$ cat config.mk
export PLATFORM = sky130hd
export DESIGN_NAME = flash_ctrl
export DESIGN_NICKNAME = d
export VERILOG_FILES = /design/src/design/flash_ctrl_pkg.sv /design/src/design/flash_ctrl.sv
export SDC_FILE = /design/constraint.sdc
export NUM_CORES = 1
export LEC_CHECK = 0
export ABC_AREA = 1
export ABC_CLOCK_PERIOD_IN_PS = 3000
export BUFFER_PORTS_ARGS = -buffer_cell sky130_fd_sc_hd__buf_2
export CORE_MARGIN = 4
export CORE_UTILIZATION = 45
export CTS_CLUSTER_DIAMETER = 200
export DETAILED_ROUTE_END_ITERATION = 10
export RECOVER_POWER = 50
export SETUP_SLACK_MARGIN = 0.5
export SLEW_MARGIN = 40
export SYNTH_ARGS = -nofsm -noshare
export SYNTH_HDL_FRONTEND = slang
export SYNTH_SLANG_ARGS = --single-unit
$ cat constraint.sdc
create_clock -name I_CLK -period 3 [get_ports I_CLK]
set_clock_uncertainty 0.1 [all_clocks]
set_input_delay 0.15 -clock I_CLK [delete_from_list [all_inputs] [get_ports I_CLK]]
set_output_delay 0.15 -clock I_CLK [all_outputs]
set_load 0.005 [all_outputs]
$ cat src/design/flash_ctrl_pkg.sv
/*
 * Shared constants and types of the flash access and program controller.
 * Assumes a 25 MHz system clock; the erase and program cycle counts derive from it.
 */
package flash_ctrl_pkg;
    // System clock rate
    localparam int CLK_FREQ_MHZ        = 25;
    // Timed operation lengths (typical) and their upper bounds
    localparam int ER_TIME_US          = 7000;
    localparam int ER_MAX_US           = 8000;
    localparam int PR_TIME_US          = 3000;
    localparam int PR_MAX_US           = 3500;
    localparam int ER_CYCLES           = ER_TIME_US * CLK_FREQ_MHZ;
    localparam int PR_CYCLES           = PR_TIME_US * CLK_FREQ_MHZ;
    localparam int ER_MAX_CYCLES       = ER_MAX_US * CLK_FREQ_MHZ;
    localparam int PR_MAX_CYCLES       = PR_MAX_US * CLK_FREQ_MHZ;
    // Control sequencer overhead ahead of the timed phase
    localparam int PE_SETUP_CYCLES     = 4;
    // Parallel program/erase limits by read spread
    localparam int PE_LIMIT_ONE_READ   = 2;
    localparam int PE_LIMIT_MULTI_READ = 1;
    // Smallest wait-state count honoured on a non-sequential read
    localparam int MIN_WAIT_STATES     = 1;

    typedef enum logic [1:0] {RD_IDLE, RD_ACCESS, RD_PREFETCH} rd_state_t;
    typedef enum logic [1:0] {PE_IDLE, PE_SETUP, PE_RUN} pe_state_t;
endpackage : flash_ctrl_pkg

$ cat src/design/flash_ctrl.sv
/*
 * Flash access and program/erase sequencer for a multi-module flash.
 * Assumes the core, the array and the command source all run on I_CLK;
 * the array returns read data on I_ARR_RDATA after the wait states.
 */
// Notes on behaviour
// - One sector or page erase finishes within 8.0 ms.
// - One page program finishes within 3.5 ms.
// - A module being read is not programmed or erased at once, except when a prefetch crosses into it in the cycle it accepts a command.
// - Idle modules may be programmed while reads use one other module.
// - Module 1 takes commands while the core reads module 0.
// - Wait states are paid in full on non-sequential reads and on sequential reads whose prefetch was skipped or dropped.
// - The read path prefetches the next word for sequential fetches.
// - A few sequencer cycles are added to each timed operation.
// - After reset nothing is protected and the array is left alone.
`timescale 1ns/1ps
`default_nettype none
module flash_ctrl
    import flash_ctrl_pkg::*;
#(
    parameter int NUM_MODULES = 2,
    parameter int ADDR_W      = 16,
    parameter int DATA_W      = 16,
    parameter int WS_W        = 3,
    parameter int CNT_W       = 18,
    parameter int ER_CYC      = ER_CYCLES,
    parameter int PR_CYC      = PR_CYCLES
) (
    input  wire logic                   I_CLK,
    input  wire logic                   I_RST,
    input  wire logic [WS_W-1:0]        I_WAIT_STATES,
    input  wire logic                   I_RD_REQ,
    input  wire logic [ADDR_W-1:0]      I_RD_ADDR,
    output logic                        O_RD_READY,
    output logic                        O_RD_VALID,
    output logic [DATA_W-1:0]           O_RD_DATA,
    output logic                        O_ARR_RD_EN,
    output logic [ADDR_W-1:0]           O_ARR_ADDR,
    input  wire logic [DATA_W-1:0]      I_ARR_RDATA,
    input  wire logic [1:0]             I_READ_MODULES,
    input  wire logic                   I_PE_START,
    input  wire logic                   I_PE_ERASE,
    input  wire logic [$clog2(NUM_MODULES)-1:0] I_PE_MODULE,
    output logic                        O_PE_ACK,
    output logic [NUM_MODULES-1:0]      O_PE_BUSY,
    output logic [NUM_MODULES-1:0]      O_PE_DONE,
    output logic [NUM_MODULES-1:0]      O_PE_ERASE_ACT,
    output logic [NUM_MODULES-1:0]      O_PE_PROG_ACT,
    input  wire logic [NUM_MODULES-1:0] I_PROT_SET,
    output logic [NUM_MODULES-1:0]      O_PROT
);
    localparam int MOD_W = $clog2(NUM_MODULES);

    rd_state_t               rd_st_ff;
    logic [WS_W-1:0]         wait_ff;
    logic [ADDR_W-1:0]       arr_addr_ff;
    logic                    rd_valid_ff;
    logic [DATA_W-1:0]       rd_data_ff;
    logic                    pf_valid_ff;
    logic [ADDR_W-1:0]       pf_addr_ff;
    logic [DATA_W-1:0]       pf_data_ff;
    logic                    ack_ff;
    logic [WS_W-1:0]         ws_eff;
    logic [ADDR_W-1:0]       nxt_pf_addr;
    logic [MOD_W-1:0]        req_mod;
    logic [MOD_W-1:0]        acc_mod;
    logic                    take;
    logic                    hit;
    logic                    pf_allowed;
    logic [NUM_MODULES-1:0]  in_use;
    logic [NUM_MODULES-1:0]  start_ok;
    logic [NUM_MODULES-1:0]  pe_erase;
    int                      busy_cnt;
    int                      pe_limit;

    // Read side decode and flow control
    assign req_mod     = I_RD_ADDR[ADDR_W-1 -: MOD_W];
    assign acc_mod     = arr_addr_ff[ADDR_W-1 -: MOD_W];
    assign ws_eff      = (int'(I_WAIT_STATES) < MIN_WAIT_STATES) ?
                         WS_W'(MIN_WAIT_STATES) : I_WAIT_STATES;
    assign O_RD_READY  = (rd_st_ff == RD_IDLE) && !O_PE_BUSY[req_mod];
    assign take        = I_RD_REQ && O_RD_READY;
    assign hit         = pf_valid_ff && (I_RD_ADDR == pf_addr_ff);
    assign nxt_pf_addr = (rd_st_ff == RD_IDLE) ? I_RD_ADDR + 1'b1
                                               : arr_addr_ff + 1'b1;
    assign pf_allowed  = !O_PE_BUSY[nxt_pf_addr[ADDR_W-1 -: MOD_W]];
    assign O_ARR_RD_EN = (rd_st_ff != RD_IDLE);
    assign O_ARR_ADDR  = arr_addr_ff;
    assign O_RD_VALID  = rd_valid_ff;
    assign O_RD_DATA   = rd_data_ff;

    // Read sequencer: full wait states on a miss, prefetch after each served word unless the next word's module is busy
    always_ff @(posedge I_CLK) begin
        if (I_RST) begin
            rd_st_ff    <= RD_IDLE;
            wait_ff     <= '0;
            arr_addr_ff <= '0;
            rd_valid_ff <= 1'b0;
            rd_data_ff  <= '0;
            pf_valid_ff <= 1'b0;
            pf_addr_ff  <= '0;
            pf_data_ff  <= '0;
        end else begin
            rd_valid_ff <= 1'b0;
            if (start_ok[pf_addr_ff[ADDR_W-1 -: MOD_W]]) begin
                pf_valid_ff <= 1'b0;
            end
            case (rd_st_ff)
                RD_IDLE: begin
                    if (take && hit) begin
                        rd_valid_ff <= 1'b1;
                        rd_data_ff  <= pf_data_ff;
                        pf_valid_ff <= 1'b0;
                        if (pf_allowed) begin
                            arr_addr_ff <= nxt_pf_addr;
                            wait_ff     <= ws_eff;
                            rd_st_ff    <= RD_PREFETCH;
                        end
                    end else if (take) begin
                        pf_valid_ff <= 1'b0;
                        arr_addr_ff <= I_RD_ADDR;
                        wait_ff     <= ws_eff;
                        rd_st_ff    <= RD_ACCESS;
                    end
                end
                RD_ACCESS: begin
                    if (wait_ff <= WS_W'(1)) begin
                        rd_valid_ff <= 1'b1;
                        rd_data_ff  <= I_ARR_RDATA;
                        if (pf_allowed) begin
                            arr_addr_ff <= nxt_pf_addr;
                            wait_ff     <= ws_eff;
                            rd_st_ff    <= RD_PREFETCH;
                        end else begin
                            rd_st_ff    <= RD_IDLE;
                        end
                    end else begin
                        wait_ff <= wait_ff - 1'b1;
                    end
                end
                RD_PREFETCH: begin
                    if (wait_ff <= WS_W'(1)) begin
                        pf_data_ff  <= I_ARR_RDATA;
                        pf_addr_ff  <= arr_addr_ff;
                        pf_valid_ff <= 1'b1;
                        rd_st_ff    <= RD_IDLE;
                    end else begin
                        wait_ff <= wait_ff - 1'b1;
                    end
                end
                default: rd_st_ff <= RD_IDLE;
            endcase
        end
    end

    // Modules touched by reads, parallel limit and command acceptance
    always_comb begin
        busy_cnt = $countones(O_PE_BUSY);
        pe_limit = (I_READ_MODULES <= 2'h1) ? PE_LIMIT_ONE_READ
                                            : PE_LIMIT_MULTI_READ;
        for (int m = 0; m < NUM_MODULES; m++) begin
            in_use[m]   = ((rd_st_ff != RD_IDLE) && (int'(acc_mod) == m)) ||
                          (I_RD_REQ && (int'(req_mod) == m));
            start_ok[m] = I_PE_START && (int'(I_PE_MODULE) == m) &&
                          !O_PE_BUSY[m] && !in_use[m] && !O_PROT[m] &&
                          (busy_cnt < pe_limit);
        end
    end

    // Acknowledge of an accepted command, one cycle after the request
    always_ff @(posedge I_CLK) begin
        if (I_RST) begin
            ack_ff <= 1'b0;
        end else begin
            ack_ff <= |start_ok;
        end
    end
    assign O_PE_ACK = ack_ff;

    // One program/erase sequencer per module
    for (genvar g = 0; g < NUM_MODULES; g++) begin : g_mod
        pe_state_t          st_ff;
        logic [CNT_W-1:0]   cnt_ff;
        logic               erase_ff;
        logic               done_ff;
        logic               prot_ff;

        always_ff @(posedge I_CLK) begin
            if (I_RST) begin
                st_ff    <= PE_IDLE;
                cnt_ff   <= '0;
                erase_ff <= 1'b0;
                done_ff  <= 1'b0;
            end else begin
                done_ff <= 1'b0;
                case (st_ff)
                    PE_IDLE: begin
                        if (start_ok[g]) begin
                            st_ff    <= PE_SETUP;
                            cnt_ff   <= CNT_W'(PE_SETUP_CYCLES - 1);
                            erase_ff <= I_PE_ERASE;
                        end
                    end
                    PE_SETUP: begin
                        if (cnt_ff == '0) begin
                            st_ff  <= PE_RUN;
                            cnt_ff <= erase_ff ? CNT_W'(ER_CYC - 1)
                                               : CNT_W'(PR_CYC - 1);
                        end else begin
                            cnt_ff <= cnt_ff - 1'b1;
                        end
                    end
                    PE_RUN: begin
                        if (cnt_ff == '0) begin
                            st_ff   <= PE_IDLE;
                            done_ff <= 1'b1;
                        end else begin
                            cnt_ff <= cnt_ff - 1'b1;
                        end
                    end
                    default: st_ff <= PE_IDLE;
                endcase
            end
        end

        // Protection starts cleared and is only ever set
        always_ff @(posedge I_CLK) begin
            if (I_RST) begin
                prot_ff <= 1'b0;
            end else if (I_PROT_SET[g]) begin
                prot_ff <= 1'b1;
            end
        end

        assign O_PE_BUSY[g]      = (st_ff != PE_IDLE);
        assign O_PE_DONE[g]      = done_ff;
        assign O_PE_ERASE_ACT[g] = (st_ff == PE_RUN) && erase_ff;
        assign O_PE_PROG_ACT[g]  = (st_ff == PE_RUN) && !erase_ff;
        assign O_PROT[g]         = prot_ff;
        assign pe_erase[g]       = erase_ff;
    end

    // Busy length of module 0, read only by the checks below
    logic [CNT_W:0] len0_ff;
    always_ff @(posedge I_CLK) begin
        if (I_RST || !O_PE_BUSY[0]) begin
            len0_ff <= '0;
        end else begin
            len0_ff <= len0_ff + 1'b1;
        end
    end
endmodule : flash_ctrl
`default_nettype wire

Word level (Yosys, flattened, before mapping)

Index checks and enable logic that the tools add are counted.

Register bits after elaboration: 118
Input port bits: 45
Output and inout bits: 46

Add/subtract/negate cells: 6
Order comparisons: 7
Equal/unequal tests: 21
Mux-type cells: 58
Bitwise logic cells: 5
Reductions and logical operators: 59

Operator list:

| operator                                                               | count |
|---|---|
| 18-bit two-way mux                                                     | 8 |
| 16-bit two-way mux                                                     | 7 |
| 18-bit one-hot mux with 3 select lines                                 | 2 |
| 16-bit one-hot mux with 2 select lines                                 | 2 |
| 18-bit logical NOT                                                     | 2 |
| 18-bit by 1-bit subtractor with 18-bit output (second input constant)  | 2 |
| 16-bit by 1-bit adder with 16-bit output (second input constant)       | 2 |
| 2-bit two-way mux                                                      | 13 |
| 1-bit logical AND                                                      | 22 |
| 2-bit != test (second input constant)                                  | 11 |
| 3-bit AND reduction                                                    | 7 |
| 3-bit two-way mux                                                      | 6 |
| 2-bit one-hot mux with 3 select lines                                  | 3 |
| 16-bit equality test                                                   | 1 |
| 1-bit two-way mux                                                      | 14 |
| 1-bit logical NOT                                                      | 9 |
| 3-bit one-hot mux with 3 select lines                                  | 1 |
| 3-bit nonzero test                                                     | 3 |
| 2-bit nonzero test                                                     | 4 |
| 2-bit by 1-bit equality test with 1-bit output (second input constant) | 3 |
| 2-bit equality test (second input constant)                            | 3 |
| 2-bit logical NOT                                                      | 3 |
| 1-bit by 2-bit < comparator with 1-bit output (second input constant)  | 3 |
| 2-bit AND reduction                                                    | 3 |
| other kinds (14)                                                       | 22 |

Logic depth before layout (Yosys ltp)

Depth in word-level cells: 13
Depth in mapped cells: 18
Depth with buffers taken out: 17

Worst setup path after synthesis

OpenSTA, ideal clock, no wires.

Kind: reg-to-reg
From: reg rd_st_ff[0]
To: reg arr_addr_ff[14] (netlist: O_ARR_ADDR[14])
Library setup time: 0.120 ns
Arrival time: 2.149 ns
Data required time: 2.780 ns
Path slack: 0.631 ns
Stages on the path, launching flop included: 14
Buffers on the path: 1
Clock period less this slack: 2.369 ns
Cell sequence: dfxtp_1 > inv_1 > ha_1 > buf_4 > o21ai_2 > ha_1 > nand2_1 > nor2_1 > nand4_1 > nor3_1 > xor2_1 > nand3_1 > nand2_1 > a21oi_1

Word-level cells in the longest chain between the ends: 7

Ends and longest elaborated chain:

| item                                                 | RTL line                                              | text |
|---|---|---|
| start: declaration                                   | flash_ctrl.sv:54                                      | `rd_state_t rd_st_ff;` |
| start signal: assignment                             | flash_ctrl.sv:95                                      | `rd_st_ff <= RD_IDLE;` |
| start signal: assignment                             | flash_ctrl.sv:117                                     | `rd_st_ff <= RD_PREFETCH;` |
| start signal: assignment                             | flash_ctrl.sv:123                                     | `rd_st_ff <= RD_ACCESS;` |
| 2-bit logical NOT                                    | flash_ctrl.sv:81, flash_ctrl.sv:84, flash_ctrl.sv:108 |  |
| 16-bit two-way mux                                   | flash_ctrl.sv:84                                      | `assign nxt_pf_addr = (rd_st_ff == RD_IDLE) ? I_RD_ADDR + 1'b1` |
| 1-bit two-way mux (implied by the code) (2 in a row) | flash_ctrl.sv:86                                      | `assign pf_allowed = !O_PE_BUSY[nxt_pf_addr[ADDR_W-1 -: MOD_W]];` |
| 16-bit two-way mux                                   | flash_ctrl.sv:114, flash_ctrl.sv:130                  |  |
| 16-bit two-way mux (on tied branches)                | flash_ctrl.sv:127, flash_ctrl.sv:110                  |  |
| 16-bit one-hot mux with 2 select lines               | flash_ctrl.sv:108                                     | `case (rd_st_ff)` |
| end signal: assignment                               | flash_ctrl.sv:115                                     | `arr_addr_ff <= nxt_pf_addr;` |
| end signal: assignment                               | flash_ctrl.sv:131                                     | `arr_addr_ff <= nxt_pf_addr;` |
| end: declaration                                     | flash_ctrl.sv:56                                      | `logic [ADDR_W-1:0] arr_addr_ff;` |

Several ways; a longest one is shown, not always the timed one. The select of a mux whose other input is x is not followed.
A chain may end at the register's enable or synchronous reset.

Final worst setup path

From: reg rd_st_ff[0]
To: reg arr_addr_ff[0] (netlist: O_ARR_ADDR[0])

The elaborated chain is that of the path after synthesis.

==> results.yml <==
status:
  status: "finished, violations left"
  violations: "capacitance limit, slew limit"
sta:
  max_slew_margin: -0.764
  fmax_mhz: 386
  setup_tns_ps: 0
  finalSetupViolCount: 0
  fin_crit_ps: 2590
  worstMarginPinSlew_ps: 2650
  report.final.slew_viol_count: 52
  hold_viol_final: 0
  rsz0062_at_grt: "true"
  finalCritPeriodShare: 0.863
global_routing:
  grt_pass1_vias: 6886
  grt_usage: 0.230
  grt_start_max_net_pins: 68
  grt-ovfl-total: 0
  grt_antenna_before_repair: 1
  grt_pass1_wl_mm: 33.7
die:
  coreArea_um2: 15400
  io_pins: 91
  die_height_um: 134
  initial_core_util: 0.466
  dieArea_um2: 18000
  fp.dieW_um: 134
  fp-row-count: 45
drt:
  drtIter0Drc: 474
  post_drt_wl_per_cell_um: 14.4
  first_pass_iters: 5
  postRouteWirelength_mm: 21.0
  drcViolationCount: 0
  vias: 7440
  vias_per_cell: 5.12
  postRouteAntennaNets: 0
place:
  io_buffers: 89
  routabilityCongestion: 0.888
  dp_hpwl_mm: 14.0
synthesis:
  ys_seq_area_frac: 0.330
  syn-cell-area_um2: 7160
  synth_top_family_by_area: "simple AND/OR/NAND/NOR gates"
  synth_compound_gate_area_share: 0.186
  synth.top_cells.by_count: "nand2_1 (252), nor2_1 (146), inv_1 (124)"
  synthDistinctLibCells: 41
  post_synth_and_or_nand_nor_area_fraction: 0.301
  synth_edf_count: 0
  yosysMostFrequentCell: "nand2_1"
  synth_fp_nets: 1167
  ys_ff_latch: 118
  synth_area_leaders: "dfxtp_1 (33%), nand2_1 (13%), nor2_1 (7.7%)"
  muxShareOfSynthArea: 0
  synthXorXnorAreaFrac: 0.0477
  synth_fa_ha_area_frac: 0.0367
  synth_area_leader_cell: "dfxtp_1"
  syn_area_per_cell_um2: 6.50
  yosysTopAreaCellShare: 0.330
  synth_top_flop_cell: "dfxtp_1"
  yosysWarnings: 0
  synth_cells: 1101
  async_reset_ff_frac: 0
pwr:
  vdd_drop_max_v: 0.000509
  comb_power_share: 0.548
  p_per_area_nw_per_um2: 1030
  power_frac_clock: 0.213
  power.total_mw: 9.36
  p_int_mw: 5.04
  leakagePower_nw: 4.11
  p_seq_frac: 0.239
  p_sw_frac: 0.462
  p_sw_mw: 4.33
critical_path:
  critPathMaxFanout: 7
  start_kind: "flop"
  arrival_ps: 2670
  r2r.worst_path.cells: 13
  path_class: "reg -> reg"
  cp-end-kind: "flop"
  crit_required_ps: 3080
clocking:
  clkSinkCount: 118
  cts_buffers: 17
  cts_buffer_depth: 2
  clkLatencyLatePin_ps: 420
  cts_tree: "done"
  clockRootBuffer: "clkbuf_16"
  clkSlewWorstSetupHoldPaths_ps: 60
  h-tree-depth: 4
hold_path:
  min_delay_path_depth: 5
  hp-class: "in -> reg"
cells_and_area:
  area_growth_syn_to_layout_pct: 27.6
  num-nets-final: 1296
  drive_above_1_share: 0.190
  fill_cells: 1513
  n_antenna_cell: 0
flow_run:
  max-cap-violations: 1
sequential cells by signal (all words and copies together) (netlist names), 2 cells and up:
register / count
g_mod.cnt_ff: 36
g_mod.prot_ff: 2
g_mod.st_ff: 4
rd_st_ff: 2
O_ARR_ADDR: 16
pf_data_ff: 16
g_mod.done_ff: 2
pf_addr_ff: 16
wait_ff: 3
O_RD_DATA: 16
g_mod.erase_ff: 2
kinds of logic (layout without fill, tap and decap cells):
kind of cell | Yosys count | count (layout)
adders and majority gates | 21 | 21
AOI/OAI and AO/OA | 241 | 241
buffers and inverters | 173 | 313
DFF | 118 | 118
xor gates and xnor gates | 39 | 39
and+or+nand+nor | 509 | 511
metal layers:
metal	share of wire	up-vias	GRT usage
li1	-	3830	-
met5	0.00062	-	0
met2	0.47	183	0.383
met4	0.010	2	0.0503
met3	0.049	19	0.0495
met1	0.47	3406	0.307
critical path: stages, from the launching register on:
cell      delay [ps]
dfxtp_1          380
inv_1            120
ha_4             210
buf_8            150
o21ai_4          220
nand3_4          130
nor2_4           210
nand3_2          140
nand3_4          200
nand2_4          100
nand2_8          120
nand2_8           90
nor2_1           130
a211oi_2          40
path summary, 6_finish.rpt:
kind	slack [ps]	from	end
max	410	rd_st_ff[0]$_SDFFE_PP0P_	O_ARR_ADDR[0]$_SDFFE_PP0P_
min	20	I_WAIT_STATES[2]	wait_ff[2]$_SDFFE_PP0P_
min reg2reg	380	pf_data_ff[12]$_SDFFE_PP0P_	O_RD_DATA[12]$_SDFFE_PP0P_
max reg2reg	410	rd_st_ff[0]$_SDFFE_PP0P_	O_ARR_ADDR[0]$_SDFFE_PP0P_
layout by cell type (no fill, tap or decap), types with 6 or more instances in the layout:
cell	count
dlygate4sd3_1	20
o21ai_1	10
ha_4	6
o21ai_0	98
nand3_1	40
nand2_1	235
buf_2	68
ha_1	15
xnor2_1	17
or2_2	7
clkinv_4	7
a21oi_1	83
buf_4	36
nor3_1	12
o211ai_1	6
nor2_1	140
dfxtp_1	113
clkbuf_1	21
nor2_4	7
clkbuf_16	17
nand2_2	18
inv_1	119
a31oi_1	17
nand2_4	7
xor2_1	22
nand4_1	16
power by group through the flow:
stage	logic, mW	clock network [mW]	registers (mW)
CTS	4.69	2.03	2.22
global placement	4.28	0	2.24
detailed placement	4.32	0	2.24
global route	5.71	2.10	2.28
finish	5.14	1.99	2.24
floorplan	3.27	0	2.20
repair_timing:
| item | CTS | global route |
|---|---|---|
| endpoints found under the hold margin | 36 | 0 |
| setup buffers | 11 | 16 |
| pin swaps | 9 | 29 |
| hold buffers | 20 | 0 |
| endpoints found under the setup margin | 55 | 73 |
| gates cloned | 2 | 0 |
| resized for setup | 36 | 71 |
area by class of cell:
class                           count  area, µm²  area share
Multi-Input combinational cell    812       4440       0.486
Sequential cell                   118       2380       0.260
Clock buffer                       17        425      0.0466
Clock inverter                     15        146      0.0160
Timing Repair Buffer              151        970       0.106
Inverter                          130        514      0.0563
Tap cell                          211        264      0.0289
metrics by stage:
step / hold WS [ps] / instances / setup slack (ps) / util / instance area [µm²]
floorplan: 166 / 1101 / 631 / - / 7160
global placement: 258 / 1373 / 244 / 0.505 / 7760
detailed placement: 260 / 1373 / 197 / 0.505 / 7770
CTS: 4.43 / 1438 / 487 / 0.572 / 8790
global route: 37.1 / 1454 / 248 / 0.594 / 9130
finish: 22.6 / 1454 / 412 / 0.594 / 9130
Power figures use the tool's default switching activity.
